**config.mk**
```make
export PLATFORM = sky130hd
export DESIGN_NAME = pmas_sequencer
export DESIGN_NICKNAME = d
export VERILOG_FILES = /design/src/inc/pmas_pkg.sv /design/src/verilog/pmas_averager.sv /design/src/verilog/pmas_conv_timer.sv /design/src/verilog/pmas_sequencer.sv
export SDC_FILE = /design/constraint.sdc
export NUM_CORES = 1
export LEC_CHECK = 0
export BUFFER_PORTS_ARGS = -buffer_cell sky130_fd_sc_hd__buf_2
export CAP_MARGIN = 0
export CELL_PAD_IN_SITES_DETAIL_PLACEMENT = 1
export CELL_PAD_IN_SITES_GLOBAL_PLACEMENT = 1
export CORE_ASPECT_RATIO = 0.7
export CORE_MARGIN = 4
export CORE_UTILIZATION = 49
export DETAILED_ROUTE_END_ITERATION = 8
export PLACE_DENSITY = 0.82
export SLEW_MARGIN = 10
export SYNTH_ARGS = -nofsm -noshare
export SYNTH_HDL_FRONTEND = slang
export SYNTH_HIERARCHICAL = 1
export SYNTH_SLANG_ARGS = --single-unit
```
**constraint.sdc**
```tcl
create_clock -name clk_i -period 13.3 [get_ports clk_i]
set_input_delay 0.665 -clock clk_i [delete_from_list [all_inputs] [get_ports clk_i]]
set_output_delay 0.665 -clock clk_i [all_outputs]
set_load 0.1 [all_outputs]
```
**src/inc/pmas_pkg.sv**
```systemverilog
// Package with register map, field layout, timing and carrier types of the measurement sequencer.
package pmas_pkg;

  ////////////////////////////////////////////////////////////////////////////////
  // Register indices; byte address is four times the index.
  localparam logic [3:0]  REG_SETUP_IDX      = 4'h1;
  localparam logic [3:0]  REG_BUSV_IDX       = 4'h5;
  localparam logic [3:0]  REG_TEMP_IDX       = 4'h6;
  localparam logic [3:0]  REG_CURR_IDX       = 4'h7;
  localparam logic [3:0]  REG_POWER_IDX      = 4'h8;
  localparam int          ADDR_LSB           = 2;

  ////////////////////////////////////////////////////////////////////////////////
  // Field layout and reset values of converter_setup.
  localparam int          MODE_MSB           = 15;
  localparam int          MODE_LSB           = 12;
  localparam int          VBCT_MSB           = 11;
  localparam int          VBCT_LSB           = 9;
  localparam int          SHCT_MSB           = 8;
  localparam int          SHCT_LSB           = 6;
  localparam int          TMCT_MSB           = 5;
  localparam int          TMCT_LSB           = 3;
  localparam int          NSMP_MSB           = 2;
  localparam int          NSMP_LSB           = 0;
  localparam logic [15:0] SETUP_RESET        = 16'hfb68;
  localparam int          TEMP_RES_LSB       = 4;

  ////////////////////////////////////////////////////////////////////////////////
  // Mode bits: bit 3 continuous, bit 2 temperature, bit 1 current, bit 0 bus.
  localparam int          MODE_CONT_BIT      = 3;
  localparam int          MODE_TEMP_BIT      = 2;
  localparam int          MODE_CURR_BIT      = 1;
  localparam int          MODE_BUS_BIT       = 0;

  ////////////////////////////////////////////////////////////////////////////////
  // Timing: clock rate and conversion durations in microseconds.
  localparam int          CLK_MHZ            = 250;
  localparam int          CT_US_0            = 50;
  localparam int          CT_US_1            = 84;
  localparam int          CT_US_2            = 150;
  localparam int          CT_US_3            = 280;
  localparam int          CT_US_4            = 540;
  localparam int          CT_US_5            = 1052;
  localparam int          CT_US_6            = 2074;
  localparam int          CT_US_7            = 4120;
  localparam int          US_CYCLES          = CLK_MHZ;

  typedef enum logic [1:0] {
    PMAS_CH_BUS  = 2'b00,
    PMAS_CH_CURR = 2'b01,
    PMAS_CH_TEMP = 2'b10
  } pmas_chan_e;

  typedef struct packed {
    logic [15:0] bus_voltage;
    logic [11:0] die_temperature;
    logic [15:0] current;
    logic [23:0] power;
  } pmas_results_s;

  typedef struct packed {
    logic [3:0] mode;
    logic [2:0] bus_voltage_conv_time;
    logic [2:0] shunt_voltage_conv_time;
    logic [2:0] temperature_conv_time;
    logic [2:0] sample_averaging_count;
  } pmas_setup_s;

endpackage : pmas_pkg

```
**src/verilog/pmas_averager.sv**
```systemverilog
// Sample accumulator that yields the mean of a power-of-two number of signed samples.
`timescale 1ns/1ps
module pmas_averager
  import pmas_pkg::*;
#(
  parameter int W = 16
) (
  // Clock and reset
  input  wire logic         clk_i,
  input  wire logic         rst_i,
  // Samples
  input  wire logic         clear_i,
  input  wire logic         add_i,
  input  wire logic [W-1:0] sample_i,
  input  wire logic [3:0]   shift_i,
  // Result
  output logic [W-1:0]      mean_o
);

  logic signed [W+10:0] acc_q, acc_d;
  logic signed [W+10:0] shifted;

  always_comb begin
    acc_d = acc_q;
    if (clear_i) begin
      acc_d = '0;
    end else if (add_i) begin
      acc_d = acc_q + (W+11)'($signed(sample_i));
    end
    shifted = acc_q >>> shift_i;
  end

  always_ff @(posedge clk_i) begin
    if (rst_i) begin
      acc_q <= '0;
    end else begin
      acc_q <= acc_d;
    end
  end

  assign mean_o = shifted[W-1:0];

endmodule : pmas_averager

```
**src/verilog/pmas_conv_timer.sv**
```systemverilog
// Conversion timer that turns a time code into a done pulse after the coded duration.
`timescale 1ns/1ps
module pmas_conv_timer
  import pmas_pkg::*;
#(
  parameter int US_DIV = US_CYCLES
) (
  // Clock and reset
  input  wire logic       clk_i,
  input  wire logic       rst_i,
  // Control
  input  wire logic       start_i,
  input  wire logic [2:0] code_i,
  output logic            done_o
);

  logic [7:0]  pre_q, pre_d;
  logic [12:0] us_q, us_d;
  logic [12:0] target;
  logic        run_q, run_d;
  logic        done_q, done_d;

  ////////////////////////////////////////////////////////////////////////////////
  always_comb begin
    case (code_i)
      3'h0:    target = 13'(CT_US_0);
      3'h1:    target = 13'(CT_US_1);
      3'h2:    target = 13'(CT_US_2);
      3'h3:    target = 13'(CT_US_3);
      3'h4:    target = 13'(CT_US_4);
      3'h5:    target = 13'(CT_US_5);
      3'h6:    target = 13'(CT_US_6);
      default: target = 13'(CT_US_7);
    endcase
  end

  // A microsecond prescaler keeps the counter narrow instead of counting a million cycles.
  always_comb begin
    pre_d  = pre_q;
    us_d   = us_q;
    run_d  = run_q;
    done_d = 1'b0;
    if (start_i) begin
      pre_d = 8'h00;
      us_d  = 13'h0000;
      run_d = 1'b1;
    end else if (run_q) begin
      if (pre_q == 8'(US_DIV - 1)) begin
        pre_d = 8'h00;
        us_d  = us_q + 13'h0001;
        if (us_q + 13'h0001 >= target) begin
          run_d  = 1'b0;
          done_d = 1'b1;
        end
      end else begin
        pre_d = pre_q + 8'h01;
      end
    end
  end

  always_ff @(posedge clk_i) begin
    if (rst_i) begin
      pre_q  <= 8'h00;
      us_q   <= 13'h0000;
      run_q  <= 1'b0;
      done_q <= 1'b0;
    end else begin
      pre_q  <= pre_d;
      us_q   <= us_d;
      run_q  <= run_d;
      done_q <= done_d;
    end
  end

  assign done_o = done_q;

endmodule : pmas_conv_timer

```
**src/verilog/pmas_sequencer.sv**
```systemverilog
// Top of the measurement sequencer with its Wishbone register file.
//
// Chosen here: the Wishbone register port.
`timescale 1ns/1ps
module pmas_sequencer
  import pmas_pkg::*;
#(
  parameter int US_DIV = US_CYCLES
) (
  // Clock and reset
  input  wire logic        clk_i,
  input  wire logic        rst_i,
  // Wishbone slave
  input  wire logic        wb_cyc_i,
  input  wire logic        wb_stb_i,
  input  wire logic        wb_we_i,
  input  wire logic [5:0]  wb_adr_i,
  input  wire logic [3:0]  wb_sel_i,
  input  wire logic [31:0] wb_dat_i,
  output logic      [31:0] wb_dat_o,
  output logic             wb_ack_o,
  // Converter samples from the analog front end
  input  wire logic [15:0] bus_sample_i,
  input  wire logic [15:0] shunt_sample_i,
  input  wire logic [11:0] temp_sample_i,
  // Status
  output logic             busy_o
);

  typedef enum logic [1:0] {
    PMAS_ST_IDLE = 2'b00,
    PMAS_ST_CONV = 2'b01,
    PMAS_ST_NEXT = 2'b10,
    PMAS_ST_DONE = 2'b11
  } pmas_state_e;

  pmas_setup_s   setup_q, setup_d;
  pmas_results_s res_q, res_d;
  pmas_state_e   st_q, st_d;
  pmas_chan_e    ch_q, ch_d;
  logic          arm_q, arm_d;
  logic [10:0]   cnt_q, cnt_d;
  logic          phase_q, phase_d;
  logic          busy_q;
  logic          ack_q, ack_d;
  logic [31:0]   rdat_q, rdat_d;
  logic          tstart, tdone;
  logic [2:0]    tcode;
  logic [10:0]   navg;
  logic [3:0]    ashift;
  logic          acc_clr, bus_add, cur_add, tmp_add;
  logic [15:0]   bus_mean, cur_mean, tmp_mean;
  logic          ch_bus_en, ch_cur_en, ch_tmp_en, mode_run;
  logic [3:0]    widx;
  logic [31:0]   pw_full;

  ////////////////////////////////////////////////////////////////////////////////
  // Mode decode; reserved codes behave as shutdown.
  always_comb begin
    mode_run  = 1'b0;
    case (setup_q.mode)
      4'h1, 4'h4, 4'h5, 4'h6, 4'h7: mode_run = 1'b1;
      4'h9, 4'hc, 4'hd, 4'he, 4'hf: mode_run = 1'b1;
      default:                      mode_run = 1'b0;
    endcase
    ch_bus_en = mode_run & setup_q.mode[MODE_BUS_BIT];
    ch_cur_en = mode_run & setup_q.mode[MODE_CURR_BIT];
    ch_tmp_en = mode_run & setup_q.mode[MODE_TEMP_BIT];
    case (setup_q.sample_averaging_count)
      3'h0: begin
        navg   = 11'h001;
        ashift = 4'h0;
      end
      3'h1: begin
        navg   = 11'h004;
        ashift = 4'h2;
      end
      3'h2: begin
        navg   = 11'h010;
        ashift = 4'h4;
      end
      3'h3: begin
        navg   = 11'h040;
        ashift = 4'h6;
      end
      3'h4: begin
        navg   = 11'h080;
        ashift = 4'h7;
      end
      3'h5: begin
        navg   = 11'h100;
        ashift = 4'h8;
      end
      3'h6: begin
        navg   = 11'h200;
        ashift = 4'h9;
      end
      default: begin
        navg   = 11'h400;
        ashift = 4'ha;
      end
    endcase
  end

  ////////////////////////////////////////////////////////////////////////////////
  // Register bus; writes and reads are answered one cycle after the request.
  always_comb begin
    setup_d = setup_q;
    arm_d   = arm_q;
    ack_d   = 1'b0;
    rdat_d  = rdat_q;
    widx    = wb_adr_i[5:ADDR_LSB];
    // A re-arm written in the same cycle overrides this clear, so no trigger is lost.
    if (st_q == PMAS_ST_DONE && !setup_q.mode[MODE_CONT_BIT]) begin
      arm_d = 1'b0;
    end
    if (wb_cyc_i && wb_stb_i && !ack_q) begin
      ack_d  = 1'b1;
      rdat_d = 32'h0000_0000;
      if (wb_we_i) begin
        if (widx == REG_SETUP_IDX) begin
          if (wb_sel_i[0]) setup_d[7:0]  = wb_dat_i[7:0];
          if (wb_sel_i[1]) setup_d[15:8] = wb_dat_i[15:8];
          if (wb_sel_i[1]) arm_d = 1'b1;
        end
      end else begin
        case (widx)
          REG_SETUP_IDX: rdat_d = {16'h0000, setup_q};
          REG_BUSV_IDX:  rdat_d = {16'h0000, res_q.bus_voltage};
          REG_TEMP_IDX:  rdat_d = {16'h0000, res_q.die_temperature, 4'h0};
          REG_CURR_IDX:  rdat_d = {16'h0000, res_q.current};
          REG_POWER_IDX: rdat_d = {8'h00, res_q.power};
          default:       rdat_d = 32'h0000_0000;
        endcase
      end
    end
  end

  always_ff @(posedge clk_i) begin
    if (rst_i) begin
      setup_q <= SETUP_RESET;
      arm_q   <= 1'b1;
      ack_q   <= 1'b0;
      rdat_q  <= 32'h0000_0000;
    end else begin
      setup_q <= setup_d;
      arm_q   <= arm_d;
      ack_q   <= ack_d;
      rdat_q  <= rdat_d;
    end
  end

  ////////////////////////////////////////////////////////////////////////////////
  // Channel order is bus, current, temperature; current spends shunt then temperature time.
  function automatic pmas_chan_e next_chan(input pmas_chan_e c, input logic cur_en,
                                           input logic tmp_en);
    pmas_chan_e n;
    n = PMAS_CH_BUS;
    if (c == PMAS_CH_BUS && cur_en) begin
      n = PMAS_CH_CURR;
    end else if (c != PMAS_CH_TEMP && tmp_en) begin
      n = PMAS_CH_TEMP;
    end else begin
      n = PMAS_CH_BUS;
    end
    return n;
  endfunction : next_chan

  always_comb begin
    st_d    = st_q;
    ch_d    = ch_q;
    cnt_d   = cnt_q;
    phase_d = phase_q;
    tstart  = 1'b0;
    acc_clr = 1'b0;
    bus_add = 1'b0;
    cur_add = 1'b0;
    tmp_add = 1'b0;
    res_d   = res_q;
    pw_full = 32'(bus_mean) * 32'($unsigned(cur_mean[15] ? -cur_mean : cur_mean));
    case (ch_q)
      PMAS_CH_BUS:  tcode = setup_q.bus_voltage_conv_time;
      PMAS_CH_CURR: tcode = phase_q ? setup_q.temperature_conv_time
                                    : setup_q.shunt_voltage_conv_time;
      default:      tcode = setup_q.temperature_conv_time;
    endcase
    case (st_q)
      PMAS_ST_IDLE: begin
        if (mode_run && arm_q) begin
          acc_clr = 1'b1;
          cnt_d   = 11'd0;
          phase_d = 1'b0;
          ch_d    = ch_bus_en ? PMAS_CH_BUS
                  : next_chan(PMAS_CH_BUS, ch_cur_en, ch_tmp_en);
          tstart  = 1'b1;
          st_d    = PMAS_ST_CONV;
        end
      end
      PMAS_ST_CONV: begin
        if (!mode_run) begin
          st_d = PMAS_ST_IDLE;
        end else if (tdone) begin
          if (ch_q == PMAS_CH_CURR && !phase_q) begin
            phase_d = 1'b1;
            tstart  = 1'b1;
          end else begin
            phase_d = 1'b0;
            bus_add = (ch_q == PMAS_CH_BUS);
            cur_add = (ch_q == PMAS_CH_CURR);
            tmp_add = (ch_q == PMAS_CH_TEMP);
            st_d    = PMAS_ST_NEXT;
          end
        end
      end
      PMAS_ST_NEXT: begin
        st_d   = PMAS_ST_CONV;
        tstart = 1'b1;
        ch_d   = next_chan(ch_q, ch_cur_en, ch_tmp_en);
        if (next_chan(ch_q, ch_cur_en, ch_tmp_en) == PMAS_CH_BUS && !ch_bus_en) begin
          ch_d = next_chan(PMAS_CH_BUS, ch_cur_en, ch_tmp_en);
        end
        // A round ends when the last enabled channel has been sampled.
        if ((ch_q == PMAS_CH_TEMP) || (ch_q == PMAS_CH_CURR && !ch_tmp_en)
            || (ch_q == PMAS_CH_BUS && !ch_cur_en && !ch_tmp_en)) begin
          cnt_d = cnt_q + 11'd1;
          if (cnt_q + 11'd1 == navg) begin
            st_d   = PMAS_ST_DONE;
            tstart = 1'b0;
          end
        end
      end
      PMAS_ST_DONE: begin
        if (ch_bus_en) res_d.bus_voltage = bus_mean[15] ? 16'h0000 : bus_mean;
        if (ch_tmp_en) res_d.die_temperature = tmp_mean[11:0];
        if (ch_cur_en) res_d.current = cur_mean;
        if (ch_cur_en) res_d.power = pw_full[31:8];
        st_d = PMAS_ST_IDLE;
      end
      default: st_d = PMAS_ST_IDLE;
    endcase
  end

  always_ff @(posedge clk_i) begin
    if (rst_i) begin
      st_q    <= PMAS_ST_IDLE;
      ch_q    <= PMAS_CH_BUS;
      cnt_q   <= 11'd0;
      phase_q <= 1'b0;
      res_q   <= '0;
      busy_q  <= 1'b0;
    end else begin
      st_q    <= st_d;
      ch_q    <= ch_d;
      cnt_q   <= cnt_d;
      phase_q <= phase_d;
      res_q   <= res_d;
      busy_q  <= (st_d != PMAS_ST_IDLE);
    end
  end

  ////////////////////////////////////////////////////////////////////////////////
  pmas_conv_timer #(
    .US_DIV (US_DIV)
  ) u_timer (
    .clk_i   (clk_i),
    .rst_i   (rst_i),
    .start_i (tstart),
    .code_i  (tcode),
    .done_o  (tdone)
  );

  pmas_averager #(.W(16)) u_mean_bus (
    .clk_i (clk_i), .rst_i (rst_i), .clear_i (acc_clr), .add_i (bus_add),
    .sample_i (bus_sample_i), .shift_i (ashift), .mean_o (bus_mean)
  );

  pmas_averager #(.W(16)) u_mean_cur (
    .clk_i (clk_i), .rst_i (rst_i), .clear_i (acc_clr), .add_i (cur_add),
    .sample_i (shunt_sample_i), .shift_i (ashift), .mean_o (cur_mean)
  );

  pmas_averager #(.W(16)) u_mean_tmp (
    .clk_i (clk_i), .rst_i (rst_i), .clear_i (acc_clr), .add_i (tmp_add),
    .sample_i ({{4{temp_sample_i[11]}}, temp_sample_i}), .shift_i (ashift),
    .mean_o (tmp_mean)
  );

  assign wb_ack_o = ack_q;
  assign wb_dat_o = rdat_q;
  assign busy_o   = busy_q;

endmodule : pmas_sequencer
```
# --- Word-level counts from Yosys, hierarchy flattened ---
# Memories as Yosys holds them, arrays and structs flattened. A register that Yosys moved wholly into a read port is not among the register bits.
# Cells that the tools add are included.
word_totals:
  register_bits: 239
  mem_bits_ro: 16
  input_bits: 91
  output_inout_bits: 34
  memories: 1
op_classes:
  n_addsub: 7
  multipliers: 1
  order_cmp: 1
  n_eq_ne: 29
  n_shift: 3
  mux: 66
  n_bitwise: 5
  n_reduce_logical: 39
memory_table:
  columns: ["name", "words", "width", "read_ports", "rd_clocked_by_memory_dff", "write_ports", "line", "rtl"]
  rows:
  - ["(no name shown)", 16, 1, 1, 1, 0, "pmas_sequencer.sv:61", "case (setup_q.mode)"]
op_table:
  columns: ["cell", "n"]
  rows:
  - ["$pmux 24 s5", 1]
  - ["$pmux 13 s7", 1]
  - ["$pmux 11 s7", 1]
  - ["$add 27x16->27", 2]
  - ["$sshr 27x4->16", 2]
  - ["$mux 1", 33]
  - ["$mul 16x16->32", 1]
  - ["$mux 2", 14]
  - ["$pmux 4 s7", 1]
  - ["$add 27x12->27", 1]
  - ["$sshr 27x4->12", 1]
  - ["$mux 24", 1]
  - ["$mux 11", 2]
  - ["$pmux 11 s2", 1]
  - ["$eq 3x3->1 const B", 6]
  - ["$mux 16", 1]
  - ["$neg 16->16", 1]
  - ["$mux 15", 1]
  - ["$add 13x1->13 const B", 1]
  - ["$ge 13x13->1", 1]
  - ["$eq 3x2->1 const B", 4]
  - ["$eq 4x3->1 const B", 3]
  - ["$reduce_and 4->1", 3]
  - ["$add 11x1->11 const B", 1]
  - ["30 further kinds", 67]

# --- Longest topological paths before layout ---
# Gate-level depths: netlist (run 1).
logic_depth:
  depth_word: 9
  ltp_mapped: 39

# --- Hierarchy ---
# Netlist (run 1), hierarchy kept.
modules_own_cells:
  columns: ["module", "instances", "cells_per_inst", "area_per_inst_um2"]
  rows:
  - ["pmas_sequencer", 1, 1748, 14435.1]
  - ["pmas_averager at u_mean_bus ...", 2, 422, 3412.0]
  - ["pmas_averager at u_mean_tmp", 1, 426, 3478.3]
  - ["pmas_conv_timer", 1, 174, 1472.7]

# --- Least setup slack after synthesis (run 1) ---
# Ideal clock, no wire load.
synth_path:
  path_kind: "flip-flop to flip-flop"
  startpoint: "reg setup_q[0] (netlist bit)"
  endpoint: "reg res_q[21] (netlist bit)"
  arrival_time_ns: 9.272
  required_ns: 13.173
  setup_slack_ns: 3.901
  stages_incl_launch_ff: 37
  n_path_buf: 6
  synth_period_minus_slack_ns: 9.399
  path_cell_list: "dfxtp_1 clkbuf_1 inv_1 xnor2_1 buf_2 clkbuf_1 mux2i_1 mux4_2 o21ai_0 clkbuf_1 clkbuf_1 inv_1 ha_1 nand2_1 o21ai_0 xnor2_1 clkbuf_1 nand2_1 fa_1 inv_1 fa_1 inv_1 fa_1 inv_1 fa_1 fa_1 inv_1 fa_1 inv_1 ha_1 and3_1 and2_1 a221o_1 a21oi_2 o31a_1 nor4_1 or3_1"
synth_between:
  elab_chain_cells: 6
  elab_cells_between_ends: 13
  cone_classes: "add/sub: 1; mul: 1; eq/ne: 6; shift: 2; mux: 2; reduce/logical: 1"
synth_rtl:
  columns: ["item", "line", "rtl"]
  rows:
  - ["start: declaration", "pmas_sequencer.sv:37", "pmas_setup_s setup_q, setup_d;"]
  - ["start signal: assignment", "pmas_sequencer.sv:146", "setup_q <= setup_d;"]
  - ["$eq 3x3->1 (tied with other cells)", "pmas_sequencer.sv:69", "case (setup_q.sample_averaging_count)"]
  - ["$pmux 4 s7 *", "pmas_sequencer.sv:69", null]
  - ["via ashift[1]", "pmas_sequencer.sv:50", "logic [3:0] ashift;"]
  - ["$sshr 27x4->16 *", "pmas_averager.sv:30", "shifted = acc_q >>> shift_i;"]
  - ["via cur_mean[0]", "pmas_sequencer.sv:52", "logic [15:0] bus_mean, cur_mean, tmp_mean;"]
  - ["$neg 16->16", "pmas_sequencer.sv:180", "pw_full = 32'(bus_mean) * 32'($unsigned(cur_mean[15] ? -cur_mean : cur_mean));"]
  - ["$mux 16 *", "pmas_sequencer.sv:180", null]
  - ["$mul 16x16->32 *", "pmas_sequencer.sv:180", null]
  - ["end signal: assignment", "pmas_sequencer.sv:256", "res_q <= res_d;"]
  - ["end: declaration", "pmas_sequencer.sv:38", "pmas_results_s res_q, res_d;"]
# Mark *: on every way through the listed nets, which the timed path passes. The rest lies on a longest branch.
# A chain may end at the register's enable or synchronous reset.

# --- Final worst setup path (run 1) ---
layout_path:
  startpoint: "reg setup_q[2] (netlist bit)"
  endpoint: "reg res_q[21] (netlist bit)"
# Same word-level chain as after synthesis.

==> impl_metrics.yaml, run 1 <==
critical_path:
  cp.arrival_ns: 11.44
  crit_buf_inv: 7
  crit_family: "adder cells"
  cpMostUsedCell: "fa_1"
  max_stage_delay_ns: 0.67
  required_ns: 13.77
  worstSetupPathType: "reg -> reg"
  worstPathMaxFanout: 56
  cp_slowest_cell: "buf_4"
  end_kind: "flip-flop"
  crit_path_start_kind: "flip-flop"
floorplan:
  core_area_um2: 52460
  num_rows: 70
  die_w_um: 283.9
  die_h_um: 201.1
  die_area_um2: 57100
  initial_utilization_pct: 49.77
  top_level_ports: 125
cells_and_area:
  n_fill_cell: 6315
  layout-drive-gt1-share_pct: 10.55
  multi_input_area_um2: 19870
  area_growth_pct: 7.355
  antenna_cells: 0
  nets: 3637
  ff_latch_area_um2: 4624
global_routing:
  grt_overflow: 0
  grt_max_degree: 75
  grt_pass1_vias: 25190
  track_usage_pct: 28.58
  antenna_found_initial: 7
  grt_pass1_wl_um: 135600
cts:
  cts_tree: "built"
  clkTransAtPathRegs_ns: 0.07
  cts_root_buf: "clkbuf_16"
  cts_htree_levels: 1
  worstSkewPairLatency_ns: 0.59
  cts-buffers-inserted: 26
  cts_buffer_depth: 3
  cts_resized: 0
  cts.sinks: 231
  cts-hold-fix-buffers: 0
  cts_setup_buffers: 0
run:
  maxCapViolCount: 0
detailed_routing:
  drt-pass1-iter-count: 7
  vias: 23840
  drt_wl_total_um: 83400
  post_drt_wl_per_cell_um: 21.61
  vias_per_cell: 6.179
  ant_nets: 0
  drc_errors: 0
  drt_iter0_markers: 1869
sta:
  maxSlewHeadroom_pct: 20.63
  finalHoldViolations: 0
  period_minus_slack_ns: 10.97
  finClkSkew_ns: 0.02377
  timing.hold.ws_ns: 0.3060
  post-route-period-util_pct: 82.50
  grt_setup_unrepaired: "no"
  timing.fmax_mhz: 91.14
  finalSetupTns_ns: 0
  finalMaxSlewViolations: 0
  tightest_slew_ns: 1.183
  finalSetupViolCount: 0
worst_hold_path:
  hp-class: "in -> reg"
power_and_ir_drop:
  p_sw_uw: 432.9
  seq_power_share_pct: 43.0
  pwr-share-comb_pct: 7.5
  finalPower_uw: 1619
  clockPowerShare_pct: 49.5
  peakVddDrop_mv: 0.07896
  power_per_cell_area_nw_per_um2: 57.77
  p_leak_uw: 0.01174
  p_int_uw: 1186
  switching_share_pct: 26.73
yosys:
  yosys_warnings: 6
  syn_area_per_cell_um2: 8.232
  synth.cell_area_um2: 26110
  synth_cells: 3172
placed_design:
  place.gp.congestion: 0.8955
  portBuffers: 96
  dpl.hpwl_um: 63430
outcome:
  status: "finished, final reports clean"
## per-layer routing
layer / part of all wire, % / vias up / GRT usage, %
li1: - / 10980 / -
met5: 0.035 / - / 0
met2: 46 / 687 / 47.34
met3: 6.3 / 132 / 4.439
met1: 45 / 12040 / 39.37
met4: 2.6 / 4 / 7.107
## state kept, by name, summed over array words and instances, names as in the netlist, 8 cells and up
name and cells:
setup_q 16, res_q 67, u_timer/pre_q 8, cnt_q 11, u_timer/us_q 13, wb_dat_o 24
u_mean_bus/acc_q 27, u_mean_cur/acc_q 27, u_mean_tmp/acc_q 27
## path summary, 6_finish.rpt
| check | startpoint | to | slack, ns | depth (start not counted) |
|---|---|---|---|---|
| max | setup_q[2]$_SDFFE_PP0P_ | res_q[21]$_SDFFE_PP0P_ | 2.33 | 34 |
| max reg2reg | setup_q[2]$_SDFFE_PP0P_ | res_q[21]$_SDFFE_PP0P_ | 2.33 | 34 |
| min | wb_dat_i[6] | setup_q[6]$_SDFFE_PP1P_ | 0.31 | 3 |
| min reg2reg | wb_dat_o[19]$_SDFFE_PP0P_ | wb_dat_o[19]$_SDFFE_PP0P_ | 0.46 | 2 |
## worst min-delay path: cells and delay by family
family | cells | cell delay, ns
simple gates | 2 | 0.12
buf+inv | 1 | 0.08
## placed cells by master, fill, tap and decap left out, drive strengths merged, types with 86 or more instances in the layout
cell type and instances:
nand3 86, nor2 203, dfxtp 231, and2 94, buf 137, ha 195, nand2 413, a21oi 278
inv 257, fa 196, mux2i 89, o21ai 139
## stage by stage
step                util [%]  instances  setup WS, ns  cell area, µm²
floorplan                  -       3179         3.901           26140
global placement       51.66       3811         2.979           27100
detailed placement     51.66       3811         2.525           27100
CTS                    53.43       3859         2.428           28030
global route           53.43       3859         1.923           28030
finish                 53.43       3859         2.327           28030
## power by group through the flow
stage	sequential, µW	clock (µW)	combinational [µW]
floorplan	712	0	82.2
global placement	711	0	114
detailed placement	712	0	119
CTS	696	814	120
global route	696	840	131
finish	696	802	121
## final cells by class
class,instances,share of cell area (%)
Multi-Input combinational cell,2503,70.88
Clock buffer,30,2.482
Clock inverter,18,0.8436
Inverter,256,3.428
Timing Repair Buffer,137,2.821
Sequential cell,231,16.50
Tap cell,684,3.053
(Power assumes the default switching activity.)
==> run 2, diff against run 1 <==
==> constraint.sdc (replaced) <==
create_clock -name clk_i -period 10.7 [get_ports clk_i]
set_input_delay 0.535 -clock clk_i [delete_from_list [all_inputs] [get_ports clk_i]]
set_output_delay 0.535 -clock clk_i [all_outputs]
set_load 0.1 [all_outputs]
==> run 2 against run 1 <==
  * Core utilization increased by 0.079 points
  * Cell count up 0.18%
  * Sequential power increased by 24%
  * Final area grew 0.15%
  * Hold slack got worse by 0.12 ns
  * Non-clock buffer count increased by 9
  * Clock power up 28%
  * Global-route usage rose by 0.96 points
  * Clock skew up 0.0030 ns
  * Via count up 0.48%
  * Count of clock-buffer cells in the layout increased by 2
  * Critical path depth decreased by 5
  * Critical endpoint is now res_q[22]$_SDFFE_PP0P_
  * Largest power group unchanged
  * Highest routed layer unchanged
==> impl_metrics.yaml, run 2 (synthesis gave the netlist of run 1 again) <==
outcome:
  status: "finished, final reports clean"
critical_path:
  rr_startpoint: "setup_q[2]$_SDFFE_PP0P_"
  cp_slowest_cell: "nor4bb_2"
  cp.arrival_ns: 10.66
  reg2reg_to: "res_q[22]$_SDFFE_PP0P_"
  worstSetupPathType: "reg -> reg"
  crit_buf_inv: 5
  crit_path_start_kind: "flip-flop"
  max_stage_delay_ns: 0.77
  regToRegSetupSlack_ns: 0.56
  worstPathMaxFanout: 36
  crit_family: "adder cells"
  end_kind: "flip-flop"
  required_ns: 11.23
  cpMostUsedCell: "fa_1"
  r2r_cells: 29
power_and_ir_drop:
  p_sw_uw: 527.8
  switching_share_pct: 25.78
  clockPowerShare_pct: 50.3
  power_per_cell_area_nw_per_um2: 72.94
  peakVddDrop_mv: 0.1151
  seq_power_share_pct: 42.3
  p_leak_uw: 0.01174
  pwr-share-comb_pct: 7.4
  p_int_uw: 1520
worst_hold_path:
  hp-start: "wb_dat_i[6]"
  whs_endpoint: "setup_q[6]$_SDFFE_PP1P_"
  hold_depth: 3
  hp-class: "in -> reg"
cells_and_area:
  nets: 3646
  final_cell_mix: "nand2_1 (410), a21oi_1 (273), inv_1 (254)"
  antenna_cells: 0
  layout-drive-gt1-share_pct: 10.47
  largest_register_ffs: 67
  top_register: "res_q"
  area_growth_pct: 7.514
  finalCoreUtilization_pct: 53.51
  final_common_cell: "nand2_1"
detailed_routing:
  vias: 23960
  drt_iter0_markers: 1827
  drc_errors: 0
  post_drt_wl_per_cell_um: 22.20
  drt_wl_total_um: 85830
  ant_nets: 0
  vias_per_cell: 6.197
  drt-pass1-iter-count: 6
cts:
  cts_tree: "built"
  cts_resized: 0
  worstSkewPairLatency_ns: 0.59
  cts_root_buf: "clkbuf_16"
  cts-hold-fix-buffers: 0
  cts_htree_levels: 1
  cts.sinks: 231
  cts-buffers-inserted: 26
  clkTransAtPathRegs_ns: 0.07
  cts_buffer_depth: 3
  cts_setup_buffers: 0
floorplan:
  die_area_um2: 57100
  num_rows: 70
  die_h_um: 201.1
  initial_utilization_pct: 49.77
  die_w_um: 283.9
  core_area_um2: 52460
  top_level_ports: 125
sta:
  timing.hold.ws_ns: 0.1842
  finalSetupTns_ns: 0
  finalHoldViolations: 0
  finalSetupViolCount: 0
  maxSlewHeadroom_pct: 21.13
  finalMaxSlewViolations: 0
  timing.fmax_mhz: 98.64
  finClkSkew_ns: 0.02681
  tightest_slew_ns: 1.175
  timing.final.ws_setup_ns: 0.5622
  period_minus_slack_ns: 10.14
  post-route-period-util_pct: 94.75
  grt_setup_unrepaired: "no"
global_routing:
  grt_pass1_vias: 25750
  grt_max_degree: 72
  track_usage_pct: 29.55
  grt_overflow: 0
  antenna_found_initial: 3
  grt_pass1_wl_um: 138900
placed_design:
  pre_cts_slack_ns: 0.7531
  dpl.hpwl_um: 65500
  portBuffers: 96
  place.gp.congestion: 0.8860
run:
  maxCapViolCount: 0
run 2: changes by cell type in the layout (fill, tap and decap cells not counted):
| cell | delta |
|---|---|
| inv_8 | +1 |
| bufinv_16 | +2 |
| clkbuf_1 | +2 |
| clkinvlp_4 | -1 |
| clkinv_4 | -1 |
| xnor2_1 | +7 |
| xnor2_2 | -7 |
| inv_6 | -3 |
| clkinv_2 | -2 |
| buf_4 | +9 |
run 2: tightest hold or removal path, cell delays in order:
cell	delay (ns)
buf_2	0.07
nand2_1	0.05
nand3_1	0.08
run 2: metrics by stage:
stage / instances / total power, µW / cell area [µm²]
final: 3866 / 2048 / 28070
after global routing: 3866 / 2117 / 28070
after CTS: 3866 / 2061 / 28070
after detailed placement: 3820 / 1033 / 27110
after global placement: 3820 / 1027 / 27110
after floorplan: 3179 / 987.4 / 26140
run 2: cell type report:
cell class              count  area, µm²
clock inverters            14      255.2
flip-flops and latches    231       4624
inverters                 256      960.9
well taps                 684      855.8
multi-input cells        2503      19820
fillers                  6280      24390
clock buffers              32      703.2
repair buffers            146      858.3
run 2: how the worst max path moves through the flow:
| stage | to | startpoint | cells after the start | slack [ns] |
|---|---|---|---|---|
| after global routing | res_q[23]$_SDFFE_PP0P_ | setup_q[2]$_SDFFE_PP0P_ | 29 | 0.04 |
| after detailed placement | res_q[21]$_SDFFE_PP0P_ | setup_q[2]$_SDFFE_PP0P_ | 33 | 0.75 |
| after CTS | res_q[21]$_SDFFE_PP0P_ | setup_q[2]$_SDFFE_PP0P_ | 33 | 0.69 |
| after global placement | res_q[21]$_SDFFE_PP0P_ | setup_q[2]$_SDFFE_PP0P_ | 32 | 1.11 |
| final | res_q[22]$_SDFFE_PP0P_ | setup_q[2]$_SDFFE_PP0P_ | 29 | 0.56 |
| after floorplan | res_q[21]$_SDFFE_PP0P_ | setup_q[0]$_SDFFE_PP0P_ | 36 | 1.30 |
run 2: layer usage:
| layer | wire, µm | GRT usage [%] | part of all wire (%) | up-vias |
|---|---|---|---|---|
| met5 | 27 | 0 | 0.031 | - |
| met4 | 2577 | 8.168 | 3.0 | 4 |
| met3 | 5669 | 5.425 | 6.6 | 182 |
| met2 | 39750 | 49.23 | 46 | 711 |
| met1 | 37800 | 39.61 | 44 | 12070 |
| li1 | - | - | - | 10990 |
run 2: power by group through the flow:
| stage | Combinational, µW | Clock (µW) | Sequential [µW] |
|---|---|---|---|
| floorplan | 102 | 0 | 885 |
| global placement | 142 | 0 | 884 |
| detailed placement | 148 | 0 | 885 |
| CTS | 149 | 1050 | 865 |
| global route | 164 | 1090 | 865 |
| finish | 151 | 1030 | 866 |
